==> src/design/tx_codec_pkg.sv <==
// Constants, types and code tables shared by the transmit parity check and encoder select
package tx_codec_pkg;

	// ****************************************************************
	// Types
	// ****************************************************************
	typedef enum logic [1:0] {
		LVL_LOW  = 2'b00,
		LVL_MID  = 2'b01,
		LVL_HIGH = 2'b10
	} level_t;

	typedef enum logic [1:0] {
		K_DATA    = 2'b00,
		K_SPECIAL = 2'b01,
		K_FILL    = 2'b10,
		K_WSYNC   = 2'b11
	} kind_t;

	typedef enum logic [1:0] {
		SEL_HOLD = 2'b00,
		SEL_ENC  = 2'b01,
		SEL_VIOL = 2'b10,
		SEL_RAW  = 2'b11
	} sel_t;

	// ****************************************************************
	// Widths and field positions of a queued character word
	// ****************************************************************
	localparam int CHAR_W     = 8;
	localparam int CTL_W      = 2;
	localparam int SYM_W      = 10;
	localparam int WORD_W     = 12;
	localparam int F_BYTE_LSB = 0;
	localparam int F_CTL_LSB  = 8;
	localparam int F_PAR_BIT  = 10;
	localparam int F_SEL_BIT  = 11;
	localparam int FIFO_DEPTH = 8;

	// ****************************************************************
	// Sequence counts, reset values and fixed symbols
	// ****************************************************************
	localparam logic [3:0]       WSYNC_REMAIN = 4'hF;
	localparam logic [CTL_W-1:0] CTL_NONE     = 2'h0;
	localparam logic [SYM_W-1:0] SYM_RESET    = 10'h000;
	localparam logic             RD_RESET     = 1'b0;
	// Violation symbols written with bit a on the left
	localparam logic [SYM_W-1:0] VIOL_POS_STR = 10'h278;
	localparam logic [SYM_W-1:0] VIOL_NEG_STR = 10'h187;
	localparam logic [7:0]       COMMA_BYTE   = 8'hBC;
	localparam logic [4:0]       K_X28        = 5'h1C;
	localparam logic [3:0]       EXT_K_COUNT  = 4'hC;

	// ****************************************************************
	// 8B/10B sub-block tables, negative running disparity forms
	// ****************************************************************
	localparam logic [5:0] TBL6 [32] = '{
		6'h27, 6'h1D, 6'h2D, 6'h31, 6'h35, 6'h29, 6'h19, 6'h38,
		6'h39, 6'h25, 6'h15, 6'h34, 6'h0D, 6'h2C, 6'h1C, 6'h17,
		6'h1B, 6'h23, 6'h13, 6'h32, 6'h0B, 6'h2A, 6'h1A, 6'h3A,
		6'h33, 6'h26, 6'h16, 6'h36, 6'h0E, 6'h2E, 6'h1E, 6'h2B};
	localparam logic [5:0] K28_6B   = 6'h0F;
	localparam logic [3:0] TBL4 [8] = '{4'hB, 4'h9, 4'h5, 4'hC, 4'hD, 4'hA, 4'h6, 4'hE};
	localparam logic [3:0] TBL4K[8] = '{4'hB, 4'h6, 4'hA, 4'hC, 4'hD, 4'h5, 4'h9, 4'h7};
	localparam logic [3:0] ALT7_4B  = 4'h7;
	// Extended special table: index to full control code byte
	localparam logic [7:0] EXT_K [12] = '{
		8'h1C, 8'h3C, 8'h5C, 8'h7C, 8'h9C, 8'hBC, 8'hDC, 8'hFC,
		8'hF7, 8'hFB, 8'hFD, 8'hFE};

endpackage

==> src/design/char_stream_if.sv <==
// Valid and ready character stream between the codec and its input FIFO
interface char_stream_if #(
	parameter int WIDTH = 12
);
	logic             valid;
	logic             ready;
	logic [WIDTH-1:0] data;

	modport source (output valid, output data, input ready);
	modport sink   (input valid, input data, output ready);
endinterface

==> src/design/char_fifo.sv <==
// Character FIFO with registered head word and registered full and empty flags
module char_fifo #(
	parameter int WIDTH = 12,
	parameter int DEPTH = 8
) (
	// Clock and reset
	input  wire logic     ref_clk_in,
	input  wire logic     resetn_in,
	// Filling and draining sides
	char_stream_if.sink   fill,
	char_stream_if.source drain
);
	localparam int AW = $clog2(DEPTH);

	logic [WIDTH-1:0] mem [DEPTH];
	logic [AW-1:0]    wr_ptr, next_wr_ptr;
	logic [AW-1:0]    rd_ptr, next_rd_ptr;
	logic [AW:0]      count, next_count;
	logic             full, next_full;
	logic             empty, next_empty;
	logic             room, next_room;
	logic [WIDTH-1:0] head, next_head;
	logic             do_wr;
	logic             do_rd;

	// Ready comes straight from its own register, not from an inverter
	assign fill.ready  = room;
	assign drain.valid = ~empty;
	assign drain.data  = head;

	// ****************************************************************
	// Pointer, level and head word update
	// ****************************************************************
	always_comb begin
		do_wr       = fill.valid & ~full;
		do_rd       = drain.ready & ~empty;
		next_wr_ptr = do_wr ? AW'(wr_ptr + 1'b1) : wr_ptr;
		next_rd_ptr = do_rd ? AW'(rd_ptr + 1'b1) : rd_ptr;
		next_count  = (AW+1)'(count + {{AW{1'b0}}, do_wr} - {{AW{1'b0}}, do_rd});
		next_full   = (next_count == (AW+1)'(DEPTH));
		next_empty  = (next_count == '0);
		next_room   = ~next_full;
		// A word being written into the slot about to become head bypasses the array
		if (do_wr && (wr_ptr == next_rd_ptr)) begin
			next_head = fill.data;
		end else begin
			next_head = mem[next_rd_ptr];
		end
	end

	// Registers of the FIFO state
	always_ff @(posedge ref_clk_in or negedge resetn_in) begin
		if (!resetn_in) begin
			wr_ptr <= '0;
			rd_ptr <= '0;
			count  <= '0;
			full   <= 1'b0;
			empty  <= 1'b1;
			room   <= 1'b1;
			head   <= '0;
		end else begin
			wr_ptr <= next_wr_ptr;
			rd_ptr <= next_rd_ptr;
			count  <= next_count;
			full   <= next_full;
			empty  <= next_empty;
			room   <= next_room;
			head   <= next_head;
		end
	end

	// Storage array write port
	always_ff @(posedge ref_clk_in) begin
		if (do_wr) begin
			mem[wr_ptr] <= fill.data;
		end
	end

endmodule

==> src/design/tx_parity_check_and_encoder_select.sv <==
// Transmit channel parity check, 8B/10B encoder and output character selection
module tx_parity_check_and_encoder_select (
	// Clock and reset
	input  wire logic                               ref_clk_in,
	input  wire logic                               resetn_in,
	// Host character input
	input  wire logic                               tx_char_valid_in,
	input  wire logic [tx_codec_pkg::CHAR_W-1:0]    tx_char_byte_in,
	input  wire logic [tx_codec_pkg::CTL_W-1:0]     tx_char_control_bits_in,
	input  wire logic                               tx_odd_parity_bit_in,
	input  wire logic                               special_char_select_in,
	output logic                                    tx_in_ready_out,
	// Static configuration
	input  wire tx_codec_pkg::level_t               parity_check_select_in,
	input  wire tx_codec_pkg::level_t               tx_mode_select_hi_in,
	input  wire tx_codec_pkg::level_t               tx_mode_select_lo_in,
	input  wire logic                               special_table_select_in,
	// Channel status and self-test source
	input  wire logic                               pab_error_in,
	input  wire logic                               bist_active_in,
	input  wire logic [tx_codec_pkg::SYM_W-1:0]     bist_char_in,
	// Transmit shifter side
	input  wire logic                               shifter_ready_in,
	output logic      [tx_codec_pkg::SYM_W-1:0]     tx_char_out,
	output logic                                    tx_channel_error_flag_out,
	output logic                                    running_disparity_out
);
	import tx_codec_pkg::*;

	// ****************************************************************
	// Helper functions
	// ****************************************************************

	// Bit order turn: symbol strings hold bit a on the left, the shifter wants it in bit 0
	function automatic logic [SYM_W-1:0] rev10(input logic [SYM_W-1:0] s);
		logic [SYM_W-1:0] r;
		r = '0;
		for (int i = 0; i < SYM_W; i++) begin
			r[i] = s[SYM_W-1-i];
		end
		return r;
	endfunction

	// 8B/10B encode; returns the new running disparity above the symbol string
	function automatic logic [SYM_W:0] enc8b10b(input logic [7:0] b, input logic k, input logic rd);
		logic [4:0] x;
		logic [2:0] y;
		logic [5:0] s6;
		logic [3:0] s4;
		logic       k28;
		logic       u6;
		logic       u4;
		logic       rd6;
		logic       alt;
		x   = b[4:0];
		y   = b[7:5];
		k28 = k & (x == K_X28);
		s6  = k28 ? K28_6B : TBL6[x];
		u6  = ($countones(s6) != 3);
		// D.07 is balanced but still takes its complement at positive disparity
		if (rd && (u6 || (x == 5'h07))) begin
			s6 = ~s6;
		end
		rd6 = rd ^ u6;
		alt = (y == 3'h7) && (k || (!rd6 && (x == 5'h11 || x == 5'h12 || x == 5'h14)) ||
			(rd6 && (x == 5'h0B || x == 5'h0D || x == 5'h0E)));
		s4  = k28 ? TBL4K[y] : (alt ? ALT7_4B : TBL4[y]);
		u4  = ($countones(s4) != 2);
		if (rd6 && (u4 || (y == 3'h3) || k28)) begin
			s4 = ~s4;
		end
		return {rd6 ^ u4, s6, s4};
	endfunction

	// Parity failure over the bits that the select level puts under check
	function automatic logic parity_err(input logic [WORD_W-1:0] w, input level_t psel, input logic enc);
		logic [CHAR_W-1:0] byt;
		logic [CTL_W-1:0]  ctl;
		logic              p;
		byt = w[F_BYTE_LSB +: CHAR_W];
		ctl = w[F_CTL_LSB +: CTL_W];
		p   = w[F_PAR_BIT];
		case (psel)
			LVL_MID:  parity_err = enc ? ~(^{byt, p}) : ~(^{ctl, byt, p});
			LVL_HIGH: parity_err = ~(^{ctl, byt, p});
			default:  parity_err = 1'b0;
		endcase
	endfunction

	// Character kind from the lower mode level, special select and control bits
	function automatic kind_t classify(input level_t lo, input logic scs, input logic [CTL_W-1:0] ctl);
		if (!ctl[0]) begin
			classify = K_DATA;
		end else begin
			case (lo)
				LVL_LOW:  classify = ctl[1] ? K_WSYNC : (scs ? K_SPECIAL : K_FILL);
				LVL_MID:  classify = scs ? K_WSYNC : (ctl[1] ? K_SPECIAL : K_FILL);
				default:  classify = ctl[1] ? K_WSYNC : K_SPECIAL;
			endcase
		end
	endfunction

	// ****************************************************************
	// Input FIFO
	// ****************************************************************
	char_stream_if #(.WIDTH(WORD_W)) fill_if ();
	char_stream_if #(.WIDTH(WORD_W)) drain_if ();

	// Parity bit is queued with its character and the select line it travels with
	assign fill_if.valid = tx_char_valid_in;
	assign fill_if.data  = {special_char_select_in, tx_odd_parity_bit_in, tx_char_control_bits_in,
		tx_char_byte_in};
	assign tx_in_ready_out = fill_if.ready;

	char_fifo #(
		.WIDTH (WORD_W),
		.DEPTH (FIFO_DEPTH)
	) u_fifo (
		.ref_clk_in (ref_clk_in),
		.resetn_in  (resetn_in),
		.fill       (fill_if),
		.drain      (drain_if)
	);

	// ****************************************************************
	// Character selection state
	// ****************************************************************
	logic [SYM_W-1:0]  sym, next_sym;
	logic              rd, next_rd;
	logic              flag, next_flag;
	logic [3:0]        ws_left, next_ws_left;
	logic [CHAR_W-1:0] head_byte;
	logic [CTL_W-1:0]  head_ctl;
	logic              enc_on;
	logic              atomic;
	logic              seq_busy;
	logic              perr;
	logic              head_take;
	kind_t             kind;
	sel_t              sel;
	logic [7:0]        enc_byte;
	logic              enc_k;
	logic [SYM_W-1:0]  raw_word;
	logic [SYM_W:0]    enc_res;
	logic [3:0]        spec_idx;

	assign head_byte = drain_if.data[F_BYTE_LSB +: CHAR_W];
	assign head_ctl  = drain_if.data[F_CTL_LSB +: CTL_W];
	assign enc_on    = (tx_mode_select_hi_in != LVL_LOW);
	assign atomic    = (tx_mode_select_hi_in == LVL_MID);
	assign seq_busy  = (ws_left != 4'h0);
	assign spec_idx  = head_byte[3:0];

	// Head character checked in the cycle it is presented to the encoder
	assign perr = parity_err(drain_if.data, parity_check_select_in, enc_on);
	// Special select is ignored when the lower mode level is high
	assign kind = classify(tx_mode_select_lo_in, drain_if.data[F_SEL_BIT] &
		(tx_mode_select_lo_in != LVL_HIGH), head_ctl);

	// Decide which source feeds the shifter this character cycle
	always_comb begin
		sel          = SEL_HOLD;
		enc_byte     = COMMA_BYTE;
		enc_k        = 1'b1;
		raw_word     = bist_char_in;
		next_flag    = flag;
		next_ws_left = ws_left;
		head_take    = 1'b0;
		drain_if.ready = 1'b0;
		if (shifter_ready_in) begin
			next_flag = 1'b0;
			sel       = SEL_ENC;
			if (pab_error_in) begin
				// Buffer fault: discard input, send violation while it lasts
				sel            = SEL_VIOL;
				next_flag      = 1'b1;
				next_ws_left   = 4'h0;
				drain_if.ready = drain_if.valid;
			end else if (bist_active_in) begin
				sel          = SEL_RAW;
				next_ws_left = 4'h0;
			end else if (seq_busy && atomic) begin
				// Queue is held while the atomic sequence runs out
				next_ws_left = ws_left - 4'h1;
			end else if (drain_if.valid) begin
				drain_if.ready = 1'b1;
				head_take      = 1'b1;
				if (seq_busy && (head_ctl == CTL_NONE) && !perr) begin
					next_ws_left = ws_left - 4'h1;
				end else begin
					next_ws_left = 4'h0;
					if (perr) begin
						sel       = SEL_VIOL;
						next_flag = 1'b1;
					end else if (!enc_on) begin
						sel      = SEL_RAW;
						raw_word = {head_ctl, head_byte};
					end else begin
						unique case (kind)
							K_DATA: begin
								enc_byte = head_byte;
								enc_k    = 1'b0;
							end
							K_SPECIAL: begin
								// Two separate code tables, unmapped codes become violations
								if (special_table_select_in) begin
									enc_byte = head_byte;
									if ((head_byte[4:0] != K_X28) && !((head_byte[7:5] == 3'h7) &&
										(head_byte[4:0] inside {5'h17, 5'h1B, 5'h1D, 5'h1E}))) begin
										sel = SEL_VIOL;
									end
								end else if (spec_idx < EXT_K_COUNT) begin
									enc_byte = EXT_K[spec_idx];
								end else begin
									sel = SEL_VIOL;
								end
							end
							K_FILL: begin
								enc_byte = COMMA_BYTE;
							end
							K_WSYNC: begin
								enc_byte     = COMMA_BYTE;
								next_ws_left = WSYNC_REMAIN;
							end
						endcase
					end
				end
			end
		end
	end

	// Symbol and disparity from the chosen source
	always_comb begin
		enc_res  = enc8b10b(enc_byte, enc_k, rd);
		next_sym = sym;
		next_rd  = rd;
		unique case (sel)
			SEL_HOLD: begin
				next_sym = sym;
			end
			SEL_ENC: begin
				next_sym = rev10(enc_res[SYM_W-1:0]);
				next_rd  = enc_res[SYM_W];
			end
			SEL_VIOL: begin
				next_sym = rev10((enc_on && !rd) ? VIOL_NEG_STR : VIOL_POS_STR);
			end
			SEL_RAW: begin
				next_sym = raw_word;
			end
		endcase
	end

	// Output registers of the character stage
	always_ff @(posedge ref_clk_in or negedge resetn_in) begin
		if (!resetn_in) begin
			sym     <= SYM_RESET;
			rd      <= RD_RESET;
			flag    <= 1'b0;
			ws_left <= 4'h0;
		end else begin
			sym     <= next_sym;
			rd      <= next_rd;
			flag    <= next_flag;
			ws_left <= next_ws_left;
		end
	end

	assign tx_char_out               = sym;
	assign tx_channel_error_flag_out = flag;
	assign running_disparity_out     = rd;
endmodule

==> config.mk <==
export PLATFORM = sky130hd
export DESIGN_NAME = tx_parity_check_and_encoder_select
export DESIGN_NICKNAME = d
export VERILOG_FILES = /design/src/design/tx_codec_pkg.sv /design/src/design/char_stream_if.sv /design/src/design/char_fifo.sv /design/src/design/tx_parity_check_and_encoder_select.sv
export SDC_FILE = /design/constraint.sdc
export NUM_CORES = 1
export LEC_CHECK = 0
export BUFFER_PORTS_ARGS = -buffer_cell sky130_fd_sc_hd__buf_2
export CAP_MARGIN = 20
export CORE_MARGIN = 2
export CORE_UTILIZATION = 45
export CTS_BUF_LIST = sky130_fd_sc_hd__clkbuf_8
export DETAILED_ROUTE_END_ITERATION = 7
export PLACE_DENSITY = 0.66
export SLEW_MARGIN = 0
export SYNTH_ARGS = -nofsm -noshare
export SYNTH_HDL_FRONTEND = slang
export SYNTH_SLANG_ARGS = --single-unit
==> constraint.sdc <==
create_clock -name ref_clk_in -period 25 [get_ports ref_clk_in]
set_clock_uncertainty 0.1 [all_clocks]
set_input_delay 6.25 -clock ref_clk_in [delete_from_list [all_inputs] [get_ports ref_clk_in]]
set_output_delay 6.25 -clock ref_clk_in [all_outputs]
set_load 0.005 [all_outputs]
After elaboration in Yosys (flattened, before gate mapping)
Memory sizes are Yosys's and may differ from the RTL's. A register that Yosys moved wholly into a read port is not among the register bits.
Index checks and enable logic that the tools add are counted.
{"block": "totals", "elab_cells": 202, "mem_count": 5, "output_inout_bits": 13, "in_bits": 35, "reg_bits": 29, "ramBits": 96, "romBits": 384}
{"name": "(no name shown)", "depth": 32, "width": 6, "rd": 1, "rd_ports_with_merged_regs": 0, "wr": 0, "line": "tx_parity_check_and_encoder_select.sv:58", "text": "s6 = k28 ? K28_6B : TBL6[x];"}
{"name": "(no name shown)", "depth": 16, "width": 8, "rd": 1, "rd_ports_with_merged_regs": 0, "wr": 0, "line": "tx_parity_check_and_encoder_select.sv:213", "text": "enc_byte = EXT_K[spec_idx];"}
{"name": "u_fifo.mem", "depth": 8, "width": 12, "rd": 1, "rd_ports_with_merged_regs": 1, "wr": 1, "line": "char_fifo.sv:15", "text": "logic [WIDTH-1:0] mem [DEPTH];"}
{"name": "(no name shown)", "depth": 8, "width": 4, "rd": 1, "rd_ports_with_merged_regs": 0, "wr": 0, "line": "tx_parity_check_and_encoder_select.sv:67", "text": "s4 = k28 ? TBL4K[y] : (alt ? ALT7_4B : TBL4[y]);"}
{"name": "(no name shown)", "depth": 8, "width": 4, "rd": 1, "rd_ports_with_merged_regs": 0, "wr": 0, "line": "tx_parity_check_and_encoder_select.sv:67"}
{"block": "classes", "n_mux": 86, "n_eq_ne": 31, "reduce_logical": 37, "magnitude_cmp": 4, "addsub": 13, "bitwise": 16}
{"operator": "2-to-1 mux 8 bit", "n": 12}
{"operator": "2-to-1 mux 10 bit", "n": 9}
{"operator": "2-to-1 mux 4 bit", "n": 15}
{"operator": "== test 5 bit, second input constant", "n": 8}
{"operator": "2-to-1 mux 2 bit", "n": 18}
{"operator": "case mux 10 bit (3 select lines)", "n": 1}
{"operator": "2-to-1 mux 6 bit", "n": 4}
{"operator": "case mux 8 bit (3 select lines)", "n": 1}
{"operator": "2-to-1 mux 1 bit", "n": 23}
{"operator": "== test 5 x 4 -> 1 bit, second input constant", "n": 3}
{"operator": "logical AND 1 bit", "n": 11}
{"operator": "XOR reduction 11 bit", "n": 1}
{"operator": "adder 1 x 1 -> 2 bit", "n": 5}
{"operator": "== test 2 x 1 -> 1 bit, second input constant", "n": 5}
{"operator": "== test 2 bit, second input constant", "n": 5}
{"operator": "logical OR 1 bit", "n": 9}
{"operator": "XOR reduction 9 bit", "n": 1}
{"operator": "logical NOT 2 bit", "n": 4}
{"operator": "nonzero test 4 bit", "n": 2}
{"operator": "adder 2 x 2 -> 3 bit", "n": 2}
{"operator": "adder 3 x 1 -> 3 bit, second input constant", "n": 2}
{"operator": "== test 3 bit, second input constant", "n": 2}
{"operator": ">= comparator 6 bit, second input constant", "n": 1}
{"operator": "inverter 5 -> 6 bit", "n": 1}
{"operator": "other kinds (30)", "n": 42}

Logic depth before layout (Yosys ltp)
Gate-level depths: netlist of the first run.
{"block": "logic_depth", "word_depth": 42, "ltp_mapped": 37, "ltp_nobuf": 34}

By module
From an unflattened synthesis of the first run, not the netlist that was laid out.
{"block": "unflattened", "hier_cells": 828, "hier_area_um2": 8418.1}
{"module": "char_fifo", "seq_area_each_um2": 3510.9, "cells_per_inst": 466, "area_per_inst_um2": 5680.4, "n_inst": 1}
{"module": "tx_parity_check_and_encoder_select", "seq_area_each_um2": 400.4, "cells_per_inst": 362, "area_per_inst_um2": 2737.6, "n_inst": 1}

Least setup slack after synthesis of the first run
OpenSTA, ideal clock, no wires.
{"block": "synth_timing", "path_kind": "input to register", "startpoint": "input tx_mode_select_hi_in[0]", "endpoint": "register sym[7], in the netlist tx_char_out[7]", "required_ns": 24.780, "path_stages": 36, "t_arrival_ns": 13.308, "path_buffers": 4, "slack_ns": 11.473, "setup_ns": 0.120, "path_cell_list": "or2_1 -> clkbuf_1 -> nand2_1 -> nand2_1 -> mux2i_1 -> o31ai_2 -> buf_2 -> buf_2 -> or2_2 -> inv_1 -> ha_1 -> clkbuf_1 -> nor3_1 -> a21oi_1 -> nor3_1 -> a211oi_1 -> o21a_1 -> fa_1 -> fa_1 -> inv_1 -> ha_1 -> inv_1 -> fa_1 -> nand3b_1 -> xor2_1 -> nand4_1 -> o31ai_1 -> o21ai_1 -> o311a_1 -> fa_1 -> ha_1 -> ha_1 -> nand2_1 -> o31ai_4 -> xnor2_1 -> a31o_1"}
{"block": "synth_between", "elab_chain_len": 36, "elab_cells_between_ends": 96, "cone_classes": "add/sub (8); eq/ne (15); mux (46); bitwise (5); reduce/logical (19); memory (3)"}
{"item": "start: declaration", "line": "tx_parity_check_and_encoder_select.sv:15", "text": "input wire tx_codec_pkg::level_t tx_mode_select_hi_in,"}
{"item": "nonzero test 2 bit", "line": "tx_parity_check_and_encoder_select.sv:149", "text": "assign enc_on = (tx_mode_select_hi_in != LVL_LOW);"}
{"item": "2-to-1 mux 1 bit", "line": "tx_parity_check_and_encoder_select.sv:84", "text": "LVL_MID: parity_err = enc ? ~(^{byt, p}) : ~(^{ctl, byt, p});"}
{"item": "case mux 1 bit (2 select lines)", "line": "tx_parity_check_and_encoder_select.sv:83", "text": "case (psel)"}
{"item": "logical NOT 1 bit", "line": "tx_parity_check_and_encoder_select.sv:188", "text": "if (seq_busy && (head_ctl == CTL_NONE) && !perr) begin"}
{"item": "logical AND 1 bit", "line": "tx_parity_check_and_encoder_select.sv:188"}
{"item": "2-to-1 mux 8 bit", "line": "tx_parity_check_and_encoder_select.sv:188"}
{"item": "2-to-1 mux 8 bit", "line": "tx_parity_check_and_encoder_select.sv:185", "text": "end else if (drain_if.valid) begin"}
{"item": "2-to-1 mux 8 bit", "line": "tx_parity_check_and_encoder_select.sv:182", "text": "end else if (seq_busy && atomic) begin"}
{"item": "[... 18 more ...]"}
{"item": "2-to-1 mux 4 bit (2 in a row)", "line": "tx_parity_check_and_encoder_select.sv:67"}
{"item": "adder 1 x 1 -> 2 bit (not written as such)", "line": "tx_parity_check_and_encoder_select.sv:68", "text": "u4 = ($countones(s4) != 2);"}
{"item": "adder 2 x 2 -> 3 bit (not written as such)", "line": "tx_parity_check_and_encoder_select.sv:68"}
{"item": "inequality test 3 x 2 -> 1 bit", "line": "tx_parity_check_and_encoder_select.sv:68"}
{"item": "logical OR 1 bit (2 in a row)", "line": "tx_parity_check_and_encoder_select.sv:69", "text": "if (rd6 && (u4 || (y == 3'h3) || k28)) begin"}
{"item": "logical AND 1 bit", "line": "tx_parity_check_and_encoder_select.sv:69"}
{"item": "2-to-1 mux 4 bit", "line": "tx_parity_check_and_encoder_select.sv:69"}
{"item": "case mux 10 bit (3 select lines)", "line": "tx_parity_check_and_encoder_select.sv:237", "text": "unique case (sel)"}
{"item": "end signal: assignment", "line": "tx_parity_check_and_encoder_select.sv:262", "text": "sym <= next_sym;"}
{"item": "end: declaration", "line": "tx_parity_check_and_encoder_select.sv:128", "text": "logic [SYM_W-1:0] sym, next_sym;"}
Parallel ways exist; a longest one is shown, timed or not. The select of a mux whose other input is x is not followed.
A chain may end at the register's enable or synchronous reset.

Final worst setup path of the first run
Ends and elaborated chain as after synthesis.

==> results.ini, run 1 <==
[outcome]
status=finished clean

[synth]
yosys-top-cells-area=edfxtp_1, dfrtp_1, mux2i_1, ha_1, mux4_2
synth_top_flop_cell=edfxtp_1
yosys-top-cells-count=edfxtp_1, mux2i_1, nor2_1
avgSynthCellArea_sq_um=11.99
ys_types=77
synthArstFlopShare_pct=29.93
yosys.area.top_type_share_pct=38.30
yosysSeqAreaShare_pct=51.96
synth-warning-count=0
ys_ff_latch=137
synth-edff-count=96
synth.largest_area_cell=edfxtp_1
netlist_instances=628
syn-cell-area_sq_um=7527
yosysMostFrequentCell=edfxtp_1
syn-num-nets=690

[timing]
maxSlewHeadroom_pct=39.11
period_share_pct=54.35
drv_slew=0
worstMarginPinSlew_ns=0.9134
fmax_mhz=73.59
min_period_ns=13.59
timing.hold.ws_ns=0.4010
hold_viol=0
setup_viol=0
setup_ws_ns=11.41
tns_ns=0
rsz0062_at_grt=false

[power]
p_int_uw=598.5
power.density_nw_per_um2=120.6
ir_drop_mv=0.06198
power_leakage_uw=0.003275
combPwrFrac_pct=47.8
switching_share_pct=40.79
p_sw_uw=412.4
clkPwrFrac_pct=17.7
seq_power_share_pct=34.5

[critical_path]
endpoint_kind=register
cp-start-kind=input port
crit_type=in2reg
slowest_delay_ns=0.55
cp_max_fo=21
required_ns=25.24
slowest_stage=fa_1
arrival_ns=13.83

[job]
maxCapViolCount=0

[global_routing]
antenna_found_initial=0
grt_overflow=0
grtUsageTotal_pct=18.83
first_global_vias=4974
grt_max_degree=51
grt_pass1_wl_mm=25.81

[clocking]
cts_tree=done
cts_max_level=4
cts_buffer_depth=2
numCtsBuffers=17
clock-sinks=137
clock_latency_ns=0.45
hold_buffers=0
cts_resized=0
clk_pin_slew_worst_paths_ns=0.08
cts_root_buf=clkbuf_8
cts_setup_buffers=0

[routing]
wirelength_mm=16.06
routedWlPerCell_um=17.80
drt-initial-drc-count=333
first_pass_iters=5
via_count=5086
ant_nets=0
drc=0
drt-vias-per-instance=5.639

[floorplan]
dieHeight_um=133.3
initial_core_util_pct=45.71
coreArea_sq_um=16470
rows=47
die_area_sq_um=17780
ioPinCount=48
die_w_um=133.3

[placement]
dp_hpwl_mm=11.04
gp_congestion=0.9042
io_buffers=47
placed_area_sq_um=7988
dp_slack_ns=11.01

[layout]
area_growth_syn_to_layout_pct=11.34
drive_gt1_share_pct=19.21
final_area_sq_um=8381
fin_nets=731
final_util_pct=50.90
diodes=0

[min_path]
min_path_type=reg2reg

==> cells in the final DEF, fill, tap and decap left out, types with 7 or more instances in the layout <==
cell      instances
o211ai_1          7
nand2b_1         12
nand2_1          32
clkbuf_8         17
nor3_1           15
mux2i_1          62
xor2_1           12
inv_1            30
dfrtp_1          39
a21oi_1          23
mux4_2           12
o21ai_1          22
xnor2_1          14
nor2_1           47
buf_2            47
buf_4            13
edfxtp_1         96
o21ai_0          14
nand3_1          11
ha_1             22
==> power groups by stage <==
stage,sequential (uW),clock (uW),combinational [uW]
5_1_grt,355,195,533
6_report,349,179,483
2_1_floorplan,327,0,393
3_5_place_dp,353,0,483
4_1_cts,348,185,485
3_3_place_gp,350,0,473
==> logic make-up (layout without fill, tap and decap cells) <==
| logic type | Yosys count | count (layout) | share of synthesized area (%) |
|---|---|---|---|
| buf+inv | 68 | 122 | 3.740 |
| flops | 137 | 137 | 51.96 |
| fa+ha+maj | 27 | 27 | 4.987 |
| mux | 77 | 77 | 12.32 |
| compound gates | 130 | 130 | 12.28 |
| xor+xnor | 31 | 31 | 4.106 |
| simple gates | 158 | 158 | 10.61 |
==> worst paths after layout <==
kind	endpoint	start	cells after the start	slack [ns]
max	tx_char_out[7]	tx_mode_select_hi_in[0]	35	11.41
min	tx_char_out[2]	tx_char_out[2]	2	0.40
max reg2reg	tx_char_out[7]	u_fifo.drain.data[5]	34	16.25
min reg2reg	tx_char_out[2]	tx_char_out[2]	2	0.40
max in group asynchronous	u_fifo.drain.data[5]	resetn_in	1	18.40
min in group asynchronous	u_fifo.count[1]	resetn_in	1	5.83
==> critical path: cells and delay by family <==
family / cells / cell delay (ns)
fa+ha+maj: 8 / 2.80
compound gates: 9 / 1.83
simple gates: 10 / 1.60
buf+inv: 5 / 0.58
xor+xnor: 2 / 0.49
mux: 1 / 0.27
==> metal layers <==
metal / wire length, um / global-route usage [%] / up-vias
met3: 888 / 4.224 / 28
met2: 7848 / 31.50 / 163
li1: - / - / 2414
met1: 6961 / 23.99 / 2481
met4: 357 / 7.270 / 0
met5: 0 / 0 / -
==> flip-flops by register name (all words and copies together) (netlist names), 3 cells and up <==
name / flops
u_fifo.count: 4
u_fifo.rd_ptr: 3
ws_left: 4
tx_char_out: 10
u_fifo.wr_ptr: 3
u_fifo.mem: 96
u_fifo.drain.data: 12
==> metrics by stage <==
step	cells	power, uW
after global routing	902	1083
after global placement	870	822.9
after detailed placement	870	836.0
after CTS	902	1018
after floorplan	628	719.3
final	902	1011
==> area by class of cell <==
cell class                      instances  area (sq um)
Timing Repair Buffer                   60         332.8
Tap cell                              220         275.3
Inverter                               30         112.6
Clock inverter                         15         158.9
Sequential cell                       137          3911
Clock buffer                           17         234.0
Multi-Input combinational cell        423          3356
Fill cell                            1509          8085
No activity file was read; power rests on OpenSTA's default activity.
==> run 2, diff against run 1 <==
Settings changed: PLACE_DENSITY 0.66 to 0.68.
Clock period 25 ns to 10.9 ns, I/O delays scaled along.
==> results.ini, run 2 (synthesized netlist as in run 1, its figures left out) <==
[power]
total_power_uw=2308  ; was 1011 uW
switching_share_pct=40.69  ; was 40.79%
clkPwrFrac_pct=17.2  ; was 17.7%
p_sw_uw=939.1  ; was 412.4 uW
combPwrFrac_pct=48.2  ; was 47.8%
seq_power_share_pct=34.6  ; was 34.5%
power.density_nw_per_um2=275.4  ; was 120.6 nW/um^2
power_leakage_uw=0.003272  ; was 0.003275 uW
p_int_uw=1369  ; was 598.5 uW
ir_drop_mv=0.1565  ; was 0.06198 mV

[placement]
placed_cells=872  ; was 870
placed_area_sq_um=8003  ; was 7988 sq um
gp_congestion=0.8979  ; was 0.9042
io_buffers=47  ; unchanged
dp_hpwl_mm=11.05  ; was 11.04 mm

[clocking]
numCtsBuffers=17  ; unchanged
cts_buffer_depth=2  ; unchanged
clock-sinks=137  ; unchanged
cts_setup_buffers=0  ; unchanged
cts_root_buf=clkbuf_8  ; unchanged
cts_max_level=4  ; unchanged
cts_resized=0  ; unchanged
hold_buffers=0  ; unchanged
clock_latency_ns=0.45  ; about the same
clk_pin_slew_worst_paths_ns=0.09  ; was 0.08 ns
cts_tree=done  ; unchanged

[floorplan]
ioPinCount=48  ; unchanged
coreArea_sq_um=16470  ; unchanged
die_area_sq_um=17780  ; unchanged
initial_core_util_pct=45.71  ; unchanged
rows=47  ; unchanged
dieHeight_um=133.3  ; unchanged
die_w_um=133.3  ; unchanged

[timing]
setup_viol=0  ; unchanged
maxSlewHeadroom_pct=33.52  ; was 39.11%
min_period_ns=10.06
drv_slew=0  ; unchanged
rsz0062_at_grt=false  ; unchanged
hold_viol=0  ; unchanged
tns_ns=0  ; unchanged
worstMarginPinSlew_ns=0.9896  ; was 0.9134 ns
fmax_mhz=99.42
period_share_pct=92.28

[min_path]
min_from=tx_char_out[6]  ; was tx_char_out[2]
min_path_type=reg2reg  ; unchanged
hold_end=tx_char_out[6]  ; was tx_char_out[2]
hold_path_depth=2  ; unchanged

[global_routing]
grtUsageTotal_pct=19.20  ; was 18.83%
grt_pass1_wl_mm=26.42  ; was 25.81 mm
antenna_found_initial=0  ; unchanged
first_global_vias=5010  ; was 4974
grt_overflow=0  ; unchanged
grt_max_degree=51  ; unchanged

[layout]
final_area_sq_um=8378  ; was 8381 sq um
layout_common_cells=edfxtp_1, mux2i_1, nor2_1, buf_2, dfrtp_1  ; unchanged
fin_nets=733  ; was 731
fin_cells=904  ; was 902
regMostFlops=u_fifo.mem  ; unchanged
drive_gt1_share_pct=19.15  ; was 19.21%
diodes=0  ; unchanged
largest_register_ffs=96  ; unchanged
final_util_pct=50.88  ; was 50.90%
num-fill-cells=1423  ; was 1509
layout_commonest_cell=edfxtp_1  ; unchanged
area_growth_syn_to_layout_pct=11.30  ; was 11.34%

[critical_path]
slowest_stage=fa_1  ; unchanged
worstReg2RegStart=u_fifo.drain.data[5]  ; unchanged
cp_num_cells=33  ; was 35
arrival_ns=10.31  ; was 13.83 ns
reg2reg_depth=34  ; unchanged
cp-start-kind=input port  ; unchanged
path_buf_inv=4  ; was 5
endpoint_kind=register  ; unchanged
r2r_end=tx_char_out[7]  ; unchanged
required_ns=11.15  ; was 25.24 ns
cp_max_fo=8  ; was 21
crit_family=adder cells  ; unchanged
slowest_delay_ns=0.54  ; was 0.55 ns
r2r_setup_slack_ns=2.24  ; was 16.25 ns
crit_type=in2reg  ; unchanged

[job]
maxCapViolCount=0  ; unchanged

[routing]
wirelength_mm=16.19  ; was 16.06 mm
drt-initial-drc-count=493  ; was 333
drt-vias-per-instance=5.658  ; was 5.639
drc=0  ; unchanged
routedWlPerCell_um=17.90  ; was 17.80 um
via_count=5115  ; was 5086
first_pass_iters=5  ; unchanged
ant_nets=0  ; unchanged

[outcome]
status=finished clean  ; unchanged

run 2: changes by cell type in the layout (fill, tap and decap cells not counted):
cell        before  now
inv_8            4    3
clkinv_8         1    0
buf_4           13   15
clkinv_1         1    3
clkinv_2         1    0
clkinvlp_4       2    3
run 2: cell type report:
| cell class | instances | area [sq um] | share of cell area (%) |
|---|---|---|---|
| Sequential cell | 137 | 3911 | 46.68 |
| Timing Repair Buffer | 62 | 347.8 | 4.152 |
| Tap cell | 220 | 275.3 | 3.286 |
| Multi-Input combinational cell | 423 | 3356 | 40.05 |
| Clock inverter | 15 | 141.4 | 1.688 |
| Inverter | 30 | 112.6 | 1.344 |
| Clock buffer | 17 | 234.0 | 2.793 |
run 2: how the worst max path moves through the flow:
stage / start / endpoint / slack, ns
2_1_floorplan: tx_mode_select_hi_in[0] / tx_char_out[7] / 0.90
3_3_place_gp: tx_mode_select_lo_in[0] / tx_char_out[7] / 0.80
3_5_place_dp: tx_mode_select_hi_in[0] / tx_char_out[7] / 0.50
4_1_cts: tx_mode_select_lo_in[0] / tx_char_out[7] / 0.95
5_1_grt: tx_mode_select_lo_in[0] / tx_char_out[7] / 0.34
6_report: tx_mode_select_lo_in[0] / tx_char_out[7] / 0.84
run 2: worst reg2reg max path: cells and delay by family, from the launching register on:
family | cells | cell delay (ns)
xor gates and xnor gates | 5 | 1.20
AOI/OAI and AO/OA | 9 | 1.86
adders and majority gates | 9 | 3.18
and+or+nand+nor | 7 | 1.15
muxes | 1 | 0.35
buffers and inverters | 3 | 0.26
DFF | 1 | 0.46
run 2: stage by stage:
| step | hold slack (ns) | worst slack (ns) |
|---|---|---|
| after floorplan | 0.3730 | 0.8976 |
| final | 0.4234 | 0.8414 |
| after detailed placement | 0.3988 | 0.4954 |
| after global routing | 0.4424 | 0.3377 |
| after CTS | 0.4225 | 0.9542 |
| after global placement | 0.3881 | 0.7964 |
run 2: layer usage:
layer | global-route usage (%) | share of wire, %
met3 | 4.262 | 5.6
met5 | 0 | 0
met4 | 6.797 | 2.0
met1 | 24.69 | 43
met2 | 32.16 | 50
run 2: power groups by stage:
| stage | clock (uW) | sequential [uW] | combinational, uW |
|---|---|---|---|
| 2_1_floorplan | 0 | 749 | 901 |
| 3_3_place_gp | 0 | 801 | 1080 |
| 3_5_place_dp | 0 | 808 | 1110 |
| 4_1_cts | 408 | 797 | 1120 |
| 5_1_grt | 427 | 814 | 1230 |
| 6_report | 398 | 799 | 1110 |
